### config.mk
export PLATFORM = sky130hd
export DESIGN_NAME = dhb_host_bus
export DESIGN_NICKNAME = d
export VERILOG_FILES = /design/src/logic/dhb_pkg.sv /design/src/logic/dhb_host_bus.sv
export SDC_FILE = /design/constraint.sdc
export NUM_CORES = 1
export LEC_CHECK = 0
export ABC_AREA = 1
export BUFFER_PORTS_ARGS = -buffer_cell sky130_fd_sc_hd__buf_2
export CAP_MARGIN = 20
export CORE_MARGIN = 5
export CORE_UTILIZATION = 53
export CTS_CLUSTER_SIZE = 12
export DETAILED_ROUTE_END_ITERATION = 8
export PLACE_DENSITY = 0.74
export SYNTH_ARGS = -nofsm -noshare
export SYNTH_HDL_FRONTEND = slang
export SYNTH_SLANG_ARGS = --single-unit
### constraint.sdc
create_clock -name clk_sys -period 7 [get_ports clk_sys]
set_input_delay 0.35 -clock clk_sys [delete_from_list [all_inputs] [get_ports clk_sys]]
set_output_delay 0.35 -clock clk_sys [all_outputs]
set_load 0.03 [all_outputs]
### src/logic/dhb_pkg.sv
// constants of the disk controller host bus interface
package dhb_pkg;
  localparam int          RS_W         = 6;
  localparam int          FIFO_DEPTH   = 32;
  // control register index (register select value)
  localparam logic [5:0]  REG_FIFO     = 6'h00;
  localparam logic [5:0]  REG_CTRL     = 6'h01;
  localparam logic [5:0]  REG_STATUS   = 6'h02;
  localparam logic [5:0]  REG_ADDR0    = 6'h03;
  localparam logic [5:0]  REG_ADDR1    = 6'h04;
  localparam logic [5:0]  REG_ADDR2    = 6'h05;
  localparam logic [5:0]  REG_ADDR3    = 6'h06;
  localparam logic [5:0]  REG_THRESH   = 6'h07;
  localparam logic [5:0]  REG_IMASK    = 6'h08;
  localparam logic [5:0]  REG_ID       = 6'h3F;
  // control bit positions
  localparam int          CTL_DMA_EN   = 0;
  localparam int          CTL_MASTER   = 1;
  localparam int          CTL_WORD     = 2;
  localparam int          CTL_ADDR32   = 3;
  localparam int          CTL_TO_MEM   = 4;
  localparam int          CTL_SEND_IN  = 5;
  localparam int          CTL_SEND_OUT = 6;
  localparam int          CTL_TRACK    = 7;
  // event and fifo flag bit positions in status
  localparam int          EV_ERROR     = 0;
  localparam int          EV_CMD_DONE  = 1;
  localparam int          EV_CORR_DONE = 2;
  localparam int          EV_HDR_DONE  = 3;
  localparam int          ST_EMPTY     = 4;
  localparam int          ST_FULL      = 5;
  localparam logic [7:0]  CTRL_RST     = 8'h00;
  localparam logic [7:0]  THRESH_RST   = 8'h02;
  localparam logic [7:0]  ID_VALUE     = 8'h5A;
  typedef enum logic [2:0] {DHB_IDLE, DHB_ADDR_HI, DHB_ADDR_LO, DHB_DATA, DHB_END} dhb_state_t;
endpackage

### src/logic/dhb_host_bus.sv
// host bus port of the disk data controller: register access, fifo, dma
// Contract
// - select low, dma idle: act as port
// - ignore select during on-chip dma transfer
// - interrupt on error, command, correction, header
// - reset empties fifo, clears status, halts dma
// - processor read puts register on low lines
// - processor write captures low lines into register
// - slave mode moves bus data through fifo
// - master mode drives read, write strobes
// - bus clock times all master activity
// - remote grant drop finishes current cycle
// - local grant wins, drop finishes cycle
// - register select addresses registers when selected
// - select high, dma idle: float low lines
// - processor access drives upper lines anyway
// - master mode multiplexes address and data
// - local request raised when fifo needs service; the code holds it low while the track bit is set or a dma cycle runs
// - low address strobe latches register select
// - low address strobe output during dma
// - high address strobe in 32-bit mode
// - remote request follows send bits or tracking
//
// Implementation choices: the address-and-strobe port and the register offsets.
`timescale 1ns/1ps
`default_nettype none
module dhb_host_bus #(
  parameter int DEPTH = dhb_pkg::FIFO_DEPTH
) (
  input  wire logic        clk_sys,
  input  wire logic        srst,
  input  wire logic        port_select_n,
  input  wire logic [5:0]  reg_select,
  input  wire logic        rd_n_in,
  input  wire logic        wr_n_in,
  output logic             rd_n_out,
  output logic             wr_n_out,
  output logic             strobe_oe,
  input  wire logic        remote_grant,
  input  wire logic        local_grant,
  input  wire logic [15:0] ad_in,
  output logic [15:0]      ad_out,
  output logic             ad_low_oe,
  output logic             ad_high_oe,
  input  wire logic        low_addr_strobe_in,
  output logic             low_addr_strobe_out,
  output logic             low_addr_strobe_oe,
  output logic             high_addr_strobe,
  output logic             local_request,
  output logic             int_n,
  input  wire logic [3:0]  event_pulse,
  input  wire logic        disk_push,
  input  wire logic [7:0]  disk_wdata,
  input  wire logic        disk_pop,
  output logic [7:0]       disk_rdata,
  output logic             fifo_empty,
  output logic             fifo_full
);
  localparam int AW = $clog2(DEPTH);
  initial
  begin
    if (DEPTH < 4 || (DEPTH & (DEPTH - 1)) != 0)
      $error("fifo depth must be a power of two of at least 4");
  end

  logic [7:0]       fifo_mem [DEPTH];
  logic [AW:0]      count;
  logic [AW-1:0]    wptr;
  logic [AW-1:0]    rptr;
  logic [7:0]       ctrl;
  logic [7:0]       thresh;
  logic [7:0]       imask;
  logic [3:0]       events;
  logic [31:0]      dma_addr;
  logic [5:0]       rs_latch;
  logic             rd_q;
  logic             wr_q;
  dhb_pkg::dhb_state_t state;
  dhb_pkg::dhb_state_t next_state;

  // on-chip dma owns the bus while a cycle runs
  wire dma_busy   = (state != dhb_pkg::DHB_IDLE);
  wire master_en  = ctrl[dhb_pkg::CTL_DMA_EN] && ctrl[dhb_pkg::CTL_MASTER];
  wire to_mem     = ctrl[dhb_pkg::CTL_TO_MEM];
  wire word_mode  = ctrl[dhb_pkg::CTL_WORD];
  wire any_grant  = local_grant || remote_grant;
  wire cpu_mode   = !port_select_n && !any_grant && !dma_busy;
  wire slave_mode = local_grant && !master_en && !dma_busy;
  wire rd_edge    = rd_q && !rd_n_in;
  wire wr_edge    = wr_q && !wr_n_in;
  wire [5:0] rs_eff = low_addr_strobe_in ? reg_select : rs_latch;
  wire sel_fifo   = rs_eff == dhb_pkg::REG_FIFO;
  wire cpu_wr     = cpu_mode && wr_edge;
  wire cpu_rd     = cpu_mode && rd_edge;
  wire slave_wr   = slave_mode && wr_edge;
  wire slave_rd   = slave_mode && rd_edge;
  wire dma_data   = state == dhb_pkg::DHB_DATA;
  wire fifo_wr_bus = (cpu_wr && sel_fifo) || slave_wr || (dma_data && !to_mem);
  wire fifo_rd_bus = (cpu_rd && sel_fifo) || slave_rd || (dma_data && to_mem);
  wire two_bytes  = word_mode && !cpu_mode;
  wire [1:0] nbytes = two_bytes ? 2'd2 : 2'd1;
  wire [AW:0] push_n = (two_bytes && !disk_push) ? (AW+1)'(2) : (AW+1)'(1);
  wire [AW:0] pop_n  = (two_bytes && !disk_pop) ? (AW+1)'(2) : (AW+1)'(1);
  wire [AW:0] space = (AW+1)'(DEPTH) - count;
  // room and fill checked per transfer width, a word never half lands
  wire push       = (fifo_wr_bus || disk_push) && (space >= push_n);
  wire pop        = (fifo_rd_bus || disk_pop) && (count >= pop_n);
  wire [AW:0] next_count = count + (push ? push_n : '0) - (pop ? pop_n : '0);
  wire need_svc   = ctrl[dhb_pkg::CTL_DMA_EN] &&
                    (to_mem ? (count >= (AW+1)'(thresh)) : (space >= (AW+1)'(thresh)));
  wire [7:0] fifo_head = fifo_mem[rptr];
  wire [7:0] fifo_next = fifo_mem[rptr + AW'(1)];
  wire [7:0] status = {2'b00, fifo_full, fifo_empty, events};
  wire [7:0] reg_rd =
    sel_fifo                          ? fifo_head :
    rs_eff == dhb_pkg::REG_CTRL       ? ctrl :
    rs_eff == dhb_pkg::REG_STATUS     ? status :
    rs_eff == dhb_pkg::REG_ADDR0      ? dma_addr[7:0] :
    rs_eff == dhb_pkg::REG_ADDR1      ? dma_addr[15:8] :
    rs_eff == dhb_pkg::REG_ADDR2      ? dma_addr[23:16] :
    rs_eff == dhb_pkg::REG_ADDR3      ? dma_addr[31:24] :
    rs_eff == dhb_pkg::REG_THRESH     ? thresh :
    rs_eff == dhb_pkg::REG_IMASK      ? {4'h0, imask[3:0]} :
    rs_eff == dhb_pkg::REG_ID         ? dhb_pkg::ID_VALUE : 8'h00;
  wire remote_track = ctrl[dhb_pkg::CTL_TRACK];
  wire remote_send  = ctrl[dhb_pkg::CTL_SEND_IN] || ctrl[dhb_pkg::CTL_SEND_OUT];
  wire next_remote_req = remote_track ? (remote_grant && dma_busy) : remote_send;
  wire addr32       = ctrl[dhb_pkg::CTL_ADDR32];
  wire dma_start    = master_en && need_svc && any_grant &&
                      (to_mem ? !fifo_empty : !fifo_full);

  // transfer cycle; grant sampled only at start
  always_comb
  begin
    next_state = state;
    unique case (state)
      dhb_pkg::DHB_IDLE:    if (dma_start)
                              next_state = addr32 ? dhb_pkg::DHB_ADDR_HI : dhb_pkg::DHB_ADDR_LO;
      dhb_pkg::DHB_ADDR_HI: next_state = dhb_pkg::DHB_ADDR_LO;
      dhb_pkg::DHB_ADDR_LO: next_state = dhb_pkg::DHB_DATA;
      dhb_pkg::DHB_DATA:    next_state = dhb_pkg::DHB_END;
      dhb_pkg::DHB_END:     next_state = dhb_pkg::DHB_IDLE;
      default:              next_state = dhb_pkg::DHB_IDLE;
    endcase
  end

  always_ff @(posedge clk_sys)
  begin
    rd_q <= rd_n_in;
    wr_q <= wr_n_in;
    if (!low_addr_strobe_in)
      rs_latch <= rs_latch;
    else
      rs_latch <= reg_select;
  end

  // reset halts dma, clears fifo and status; config kept
  always_ff @(posedge clk_sys)
  begin
    if (srst)
      state <= dhb_pkg::DHB_IDLE;
    else
      state <= next_state;
  end

  always_ff @(posedge clk_sys)
  begin
    // reset halts dma; other control bits kept
    if (srst)
      ctrl[dhb_pkg::CTL_DMA_EN] <= 1'b0;
    else if (cpu_wr && rs_eff == dhb_pkg::REG_CTRL)
      ctrl <= ad_in[7:0];
    if (cpu_wr && rs_eff == dhb_pkg::REG_THRESH)
      thresh <= ad_in[7:0];
    if (cpu_wr && rs_eff == dhb_pkg::REG_IMASK)
      imask <= ad_in[7:0];
    if (cpu_wr && rs_eff == dhb_pkg::REG_ADDR0)
      dma_addr[7:0] <= ad_in[7:0];
    else if (cpu_wr && rs_eff == dhb_pkg::REG_ADDR1)
      dma_addr[15:8] <= ad_in[7:0];
    else if (cpu_wr && rs_eff == dhb_pkg::REG_ADDR2)
      dma_addr[23:16] <= ad_in[7:0];
    else if (cpu_wr && rs_eff == dhb_pkg::REG_ADDR3)
      dma_addr[31:24] <= ad_in[7:0];
    else if (state == dhb_pkg::DHB_END)
      dma_addr <= dma_addr + {30'h0, nbytes};
  end

  // sticky events, set wins over write-one clear
  always_ff @(posedge clk_sys)
  begin
    if (srst)
      events <= 4'h0;
    else
      events <= event_pulse |
                (events & ~((cpu_wr && rs_eff == dhb_pkg::REG_STATUS) ? ad_in[3:0] : 4'h0));
  end

  // fifo storage and pointers
  always_ff @(posedge clk_sys)
  begin
    if (push)
      fifo_mem[wptr] <= disk_push ? disk_wdata : ad_in[7:0];
    if (push && two_bytes && !disk_push)
      fifo_mem[wptr + AW'(1)] <= ad_in[15:8];
  end

  always_ff @(posedge clk_sys)
  begin
    if (srst)
    begin
      wptr  <= '0;
      rptr  <= '0;
      count <= '0;
    end
    else
    begin
      wptr  <= wptr + (push ? push_n[AW-1:0] : AW'(0));
      rptr  <= rptr + (pop ? pop_n[AW-1:0] : AW'(0));
      count <= next_count;
    end
  end

  // bus word by phase
  // bus word and enables follow the same phase as the strobes
  wire next_busy  = next_state != dhb_pkg::DHB_IDLE;
  wire next_data  = next_state == dhb_pkg::DHB_DATA;
  wire [15:0] next_ad =
    next_state == dhb_pkg::DHB_ADDR_HI ? dma_addr[31:16] :
    next_state == dhb_pkg::DHB_ADDR_LO ? dma_addr[15:0] :
    next_data                          ? {fifo_next, fifo_head} :
    // register data, upper byte driven anyway
    {8'h00, reg_rd};
  // float when not selected and idle
  wire next_low_oe  = (cpu_mode && !rd_n_in) || (slave_mode && !rd_n_in) ||
                      (next_busy && !(next_data && !to_mem));
  wire next_high_oe = cpu_mode || (slave_mode && !rd_n_in && word_mode) ||
                      (next_busy && !(next_data && !to_mem));

  always_ff @(posedge clk_sys)
  begin
    if (srst)
    begin
      ad_out              <= 16'h0000;
      ad_low_oe           <= 1'b0;
      ad_high_oe          <= 1'b0;
      rd_n_out            <= 1'b1;
      wr_n_out            <= 1'b1;
      strobe_oe           <= 1'b0;
      low_addr_strobe_out <= 1'b0;
      low_addr_strobe_oe  <= 1'b0;
      high_addr_strobe    <= 1'b0;
      local_request       <= 1'b0;
      int_n               <= 1'b1;
      disk_rdata          <= 8'h00;
      fifo_empty          <= 1'b1;
      fifo_full           <= 1'b0;
    end
    else
    begin
      ad_out     <= next_ad;
      ad_low_oe  <= next_low_oe;
      ad_high_oe <= next_high_oe;
      rd_n_out   <= !(next_state == dhb_pkg::DHB_DATA && !to_mem);
      wr_n_out   <= !(next_state == dhb_pkg::DHB_DATA && to_mem);
      strobe_oe  <= next_state != dhb_pkg::DHB_IDLE;
      low_addr_strobe_out <= next_state == dhb_pkg::DHB_ADDR_LO;
      low_addr_strobe_oe  <= next_state != dhb_pkg::DHB_IDLE;
      // shared pin: strobe in 32-bit, request otherwise
      high_addr_strobe    <= addr32 ? (next_state == dhb_pkg::DHB_ADDR_HI) : next_remote_req;
      local_request <= need_svc && !remote_track && !dma_busy;
      int_n         <= ~|(events & imask[3:0]);
      disk_rdata    <= fifo_head;
      fifo_empty    <= next_count == '0;
      fifo_full     <= next_count == (AW+1)'(DEPTH);
    end
  end
endmodule
`default_nettype wire

==> out/metrics.cfg <==
[clock_tree]
clock-sinks=374
root_buffer=clkbuf_16
h-tree-depth=2
ctsLongestPathBuffers=3
clk_pin_slew_ns=0.06
cts_tree=done
cts_resized=0
numCtsBuffers=43
worstSkewPairLatency_ns=0.59

[synth]
yosysWarnings=0
postSynthCellCount=2881
synth.most_common_cell=nand2_1
synthTopCellsByArea=edfxtp_1 (41%), nand2_1 (12%), o21ai_0 (9.3%), dfxtp_1 (5.9%), a21oi_1 (4.6%)
syn_nets=2962
synth_top_area_cell=edfxtp_1
synth_common_cells=nand2_1 (702), o21ai_0 (419), edfxtp_1 (307)
synth-edff-count=307
yosysSeqAreaShare_pct=46.8
postSynthAreaPerCell_um2=7.83
synth_ff_type=edfxtp_1
synth_area_um2=22600
yosysTopAreaCellShare_pct=40.9
synth_async_sr_flop_share_pct=0
synth_seq_cells=374
synth.distinct_cells=55

[critical_path]
criticalPathCategory=register to register
crit_buf_inv=7
crit_required_ns=7.51
max_stage_delay_ns=0.62
cp_slowest_cell=nor2_4
end_kind=register
reg2reg_setup_slack_ns=1.76
r2r_cells=28
r2r_end=fifo_full
cp_common_cell=inv_2
startpoint_type=register
cp_max_fo=17
arrival_ns=5.75
worstReg2RegStart=state[2]
cp_top_family=simple AND/OR/NAND/NOR gates

[sta]
worst_slack_ns=1.76
period_share_pct=74.9
report.final.slew_viol_count=0
setup-tns-final_ns=0
final_hold_viol_count=0
tightest_slew_ns=1.16
maxSlewHeadroom_pct=22.5
rsz0062_at_grt=no
fmax_ghz=0.191
min_period_ns=5.24
setup_violations=0
skew_ns=0.0320

[placement]
gp_congestion=0.986
place_area_um2=23200
io_buffers=79
pre_cts_slack_ns=1.85
hpwl_mm=52.2

[die]
die_area_um2=46800
die_w_um=216
boundaryPins=80
dieHeight_um=216
initial_core_util_pct=53.7
rows=75
core_area_um2=42000

[detailed_routing]
dr.pass1.iters=6
wirelength_mm=77.9
avgViaCountPerCell=6.32
dr.first_iter.drc_count=3181
drc=0
wire_per_inst_um=22.7
num_vias=21676
ant_nets=0

[pwr]
power_density_nw_per_um2=339
peakVddDrop_mv=0.202
leakage_nw=10.3

[final_layout]
n_antenna_cell=0
layout-drive-gt1-share_pct=9.34
n_fill_cell=3757
syn_to_final_growth_pct=9.91
postLayoutCoreUtil_pct=59.0
finalInstanceArea_um2=24800
nets=2940

[min_path]
min_from=event_pulse[1]
worstHoldPathType=input pin to register
min_to=events[1]
whs_path_depth=3

[global_routing]
antenna_found_initial=0
grt_max_degree=103
overflow=0
grt_pass1_vias=19977
grt_pass1_wl_mm=117
track_usage_pct=32.2

[status]
status=complete, no violations

[job]
cap_violations=0

==> cell type report <==
cell class              count  area [um2]  area share [%]
multi-input cells        2068       10400            41.8
inverters                 237         898            3.62
repair buffers            135         846            3.41
flip-flops and latches    374       10600            42.6
well taps                 539         674            2.72
clock buffers              64        1290            5.20
clock inverters            14         173           0.696
==> cells by family after synthesis <==
kind of cell             share of synthesized area, %
XOR/XNOR                                        0.932
AO/OA/AOI/OAI                                    21.4
flip-flops                                       46.8
adder cells (fa/ha/maj)                          2.22
buffers and inverters                            7.75
AND/OR/NAND/NOR                                  20.9
==> worst register-to-register path: cells and delay by family (launching register included) <==
| kind | cells | cell delay, ns |
|---|---|---|
| xor gates and xnor gates | 1 | 0.16 |
| adders and majority gates | 3 | 1.09 |
| AOI/OAI and AO/OA | 2 | 0.24 |
| buffers and inverters | 7 | 0.70 |
| DFF | 1 | 0.40 |
| and+or+nand+nor | 15 | 2.58 |
==> how the worst max path moves through the flow <==
stage	start	end	slack [ns]	depth (start not counted)
floorplan	state[2]	fifo_full	3.01	28
finish	state[2]	fifo_full	1.76	28
CTS	state[2]	fifo_full	1.82	28
detailed placement	state[2]	fifo_full	1.85	28
global route	state[2]	fifo_full	1.42	28
global placement	state[2]	fifo_full	1.99	28
==> cells in the final DEF (no fill, tap or decap), types with 8 or more instances in the layout <==
cell type,n
inv_2,10
nand3_1,125
nand2_1,702
nor3_1,17
clkinv_2,10
a32o_1,19
o22ai_1,20
nand4_1,20
nand2_2,21
a22oi_1,16
edfxtp_1,307
buf_4,31
xor2_1,21
dlygate4sd3_1,8
a21oi_1,207
clkbuf_16,46
a211oi_1,14
clkbuf_1,11
clkinv_1,12
ha_1,32
o211ai_1,48
nor2_1,197
buf_2,87
o21ai_1,116
o21ai_0,419
inv_1,212
dfxtp_1,65
==> per-stage QoR <==
stage / power [mW] / hold slack [ns] / cells
3_3_place_gp: 5.88 / 0.455 / 3330
2_1_floorplan: 4.88 / 0.378 / 2881
3_5_place_dp: 5.95 / 0.455 / 3330
5_1_grt: 8.77 / 0.0223 / 3431
6_report: 8.41 / 0.0127 / 3431
4_1_cts: 8.28 / 0.00491 / 3416
==> routing by layer <==
layer  track usage [%]  wire, um  vias to the layer above
li1                  -         -                     9861
met1              43.1     29000                    10005
met2              49.7     34300                     1524
met3              8.05     10600                      286
met4              15.1      3980                        0
met5                 0         0                        -
==> state kept, by name (all words and copies together), names as in the netlist, 3 cells and up <==
signal / flops
events: 4
ad_out: 16
thresh: 8
disk_rdata: 8
count: 6
rptr: 5
state: 3
fifo_mem: 256
rs_latch: 6
dma_addr: 32
wptr: 5
imask: 4
ctrl: 8
==> what timing repair did <==
item,in CTS,in global routing
hold endpoints to repair,13,0
hold buffers,8,0
buffers inserted,0,0
==> where the power goes <==
part / total, mW / switching (mW) / leakage [nW] / internal (mW)
combinational: 3.38 / 2.40 / 6.21 / 0.976
clock: 2.35 / 0.935 / 0.722 / 1.42
sequential: 2.67 / 0.114 / 3.33 / 2.56
total: 8.41 / 3.45 / 10.3 / 4.95
No activity file was read; power rests on OpenSTA's default activity.
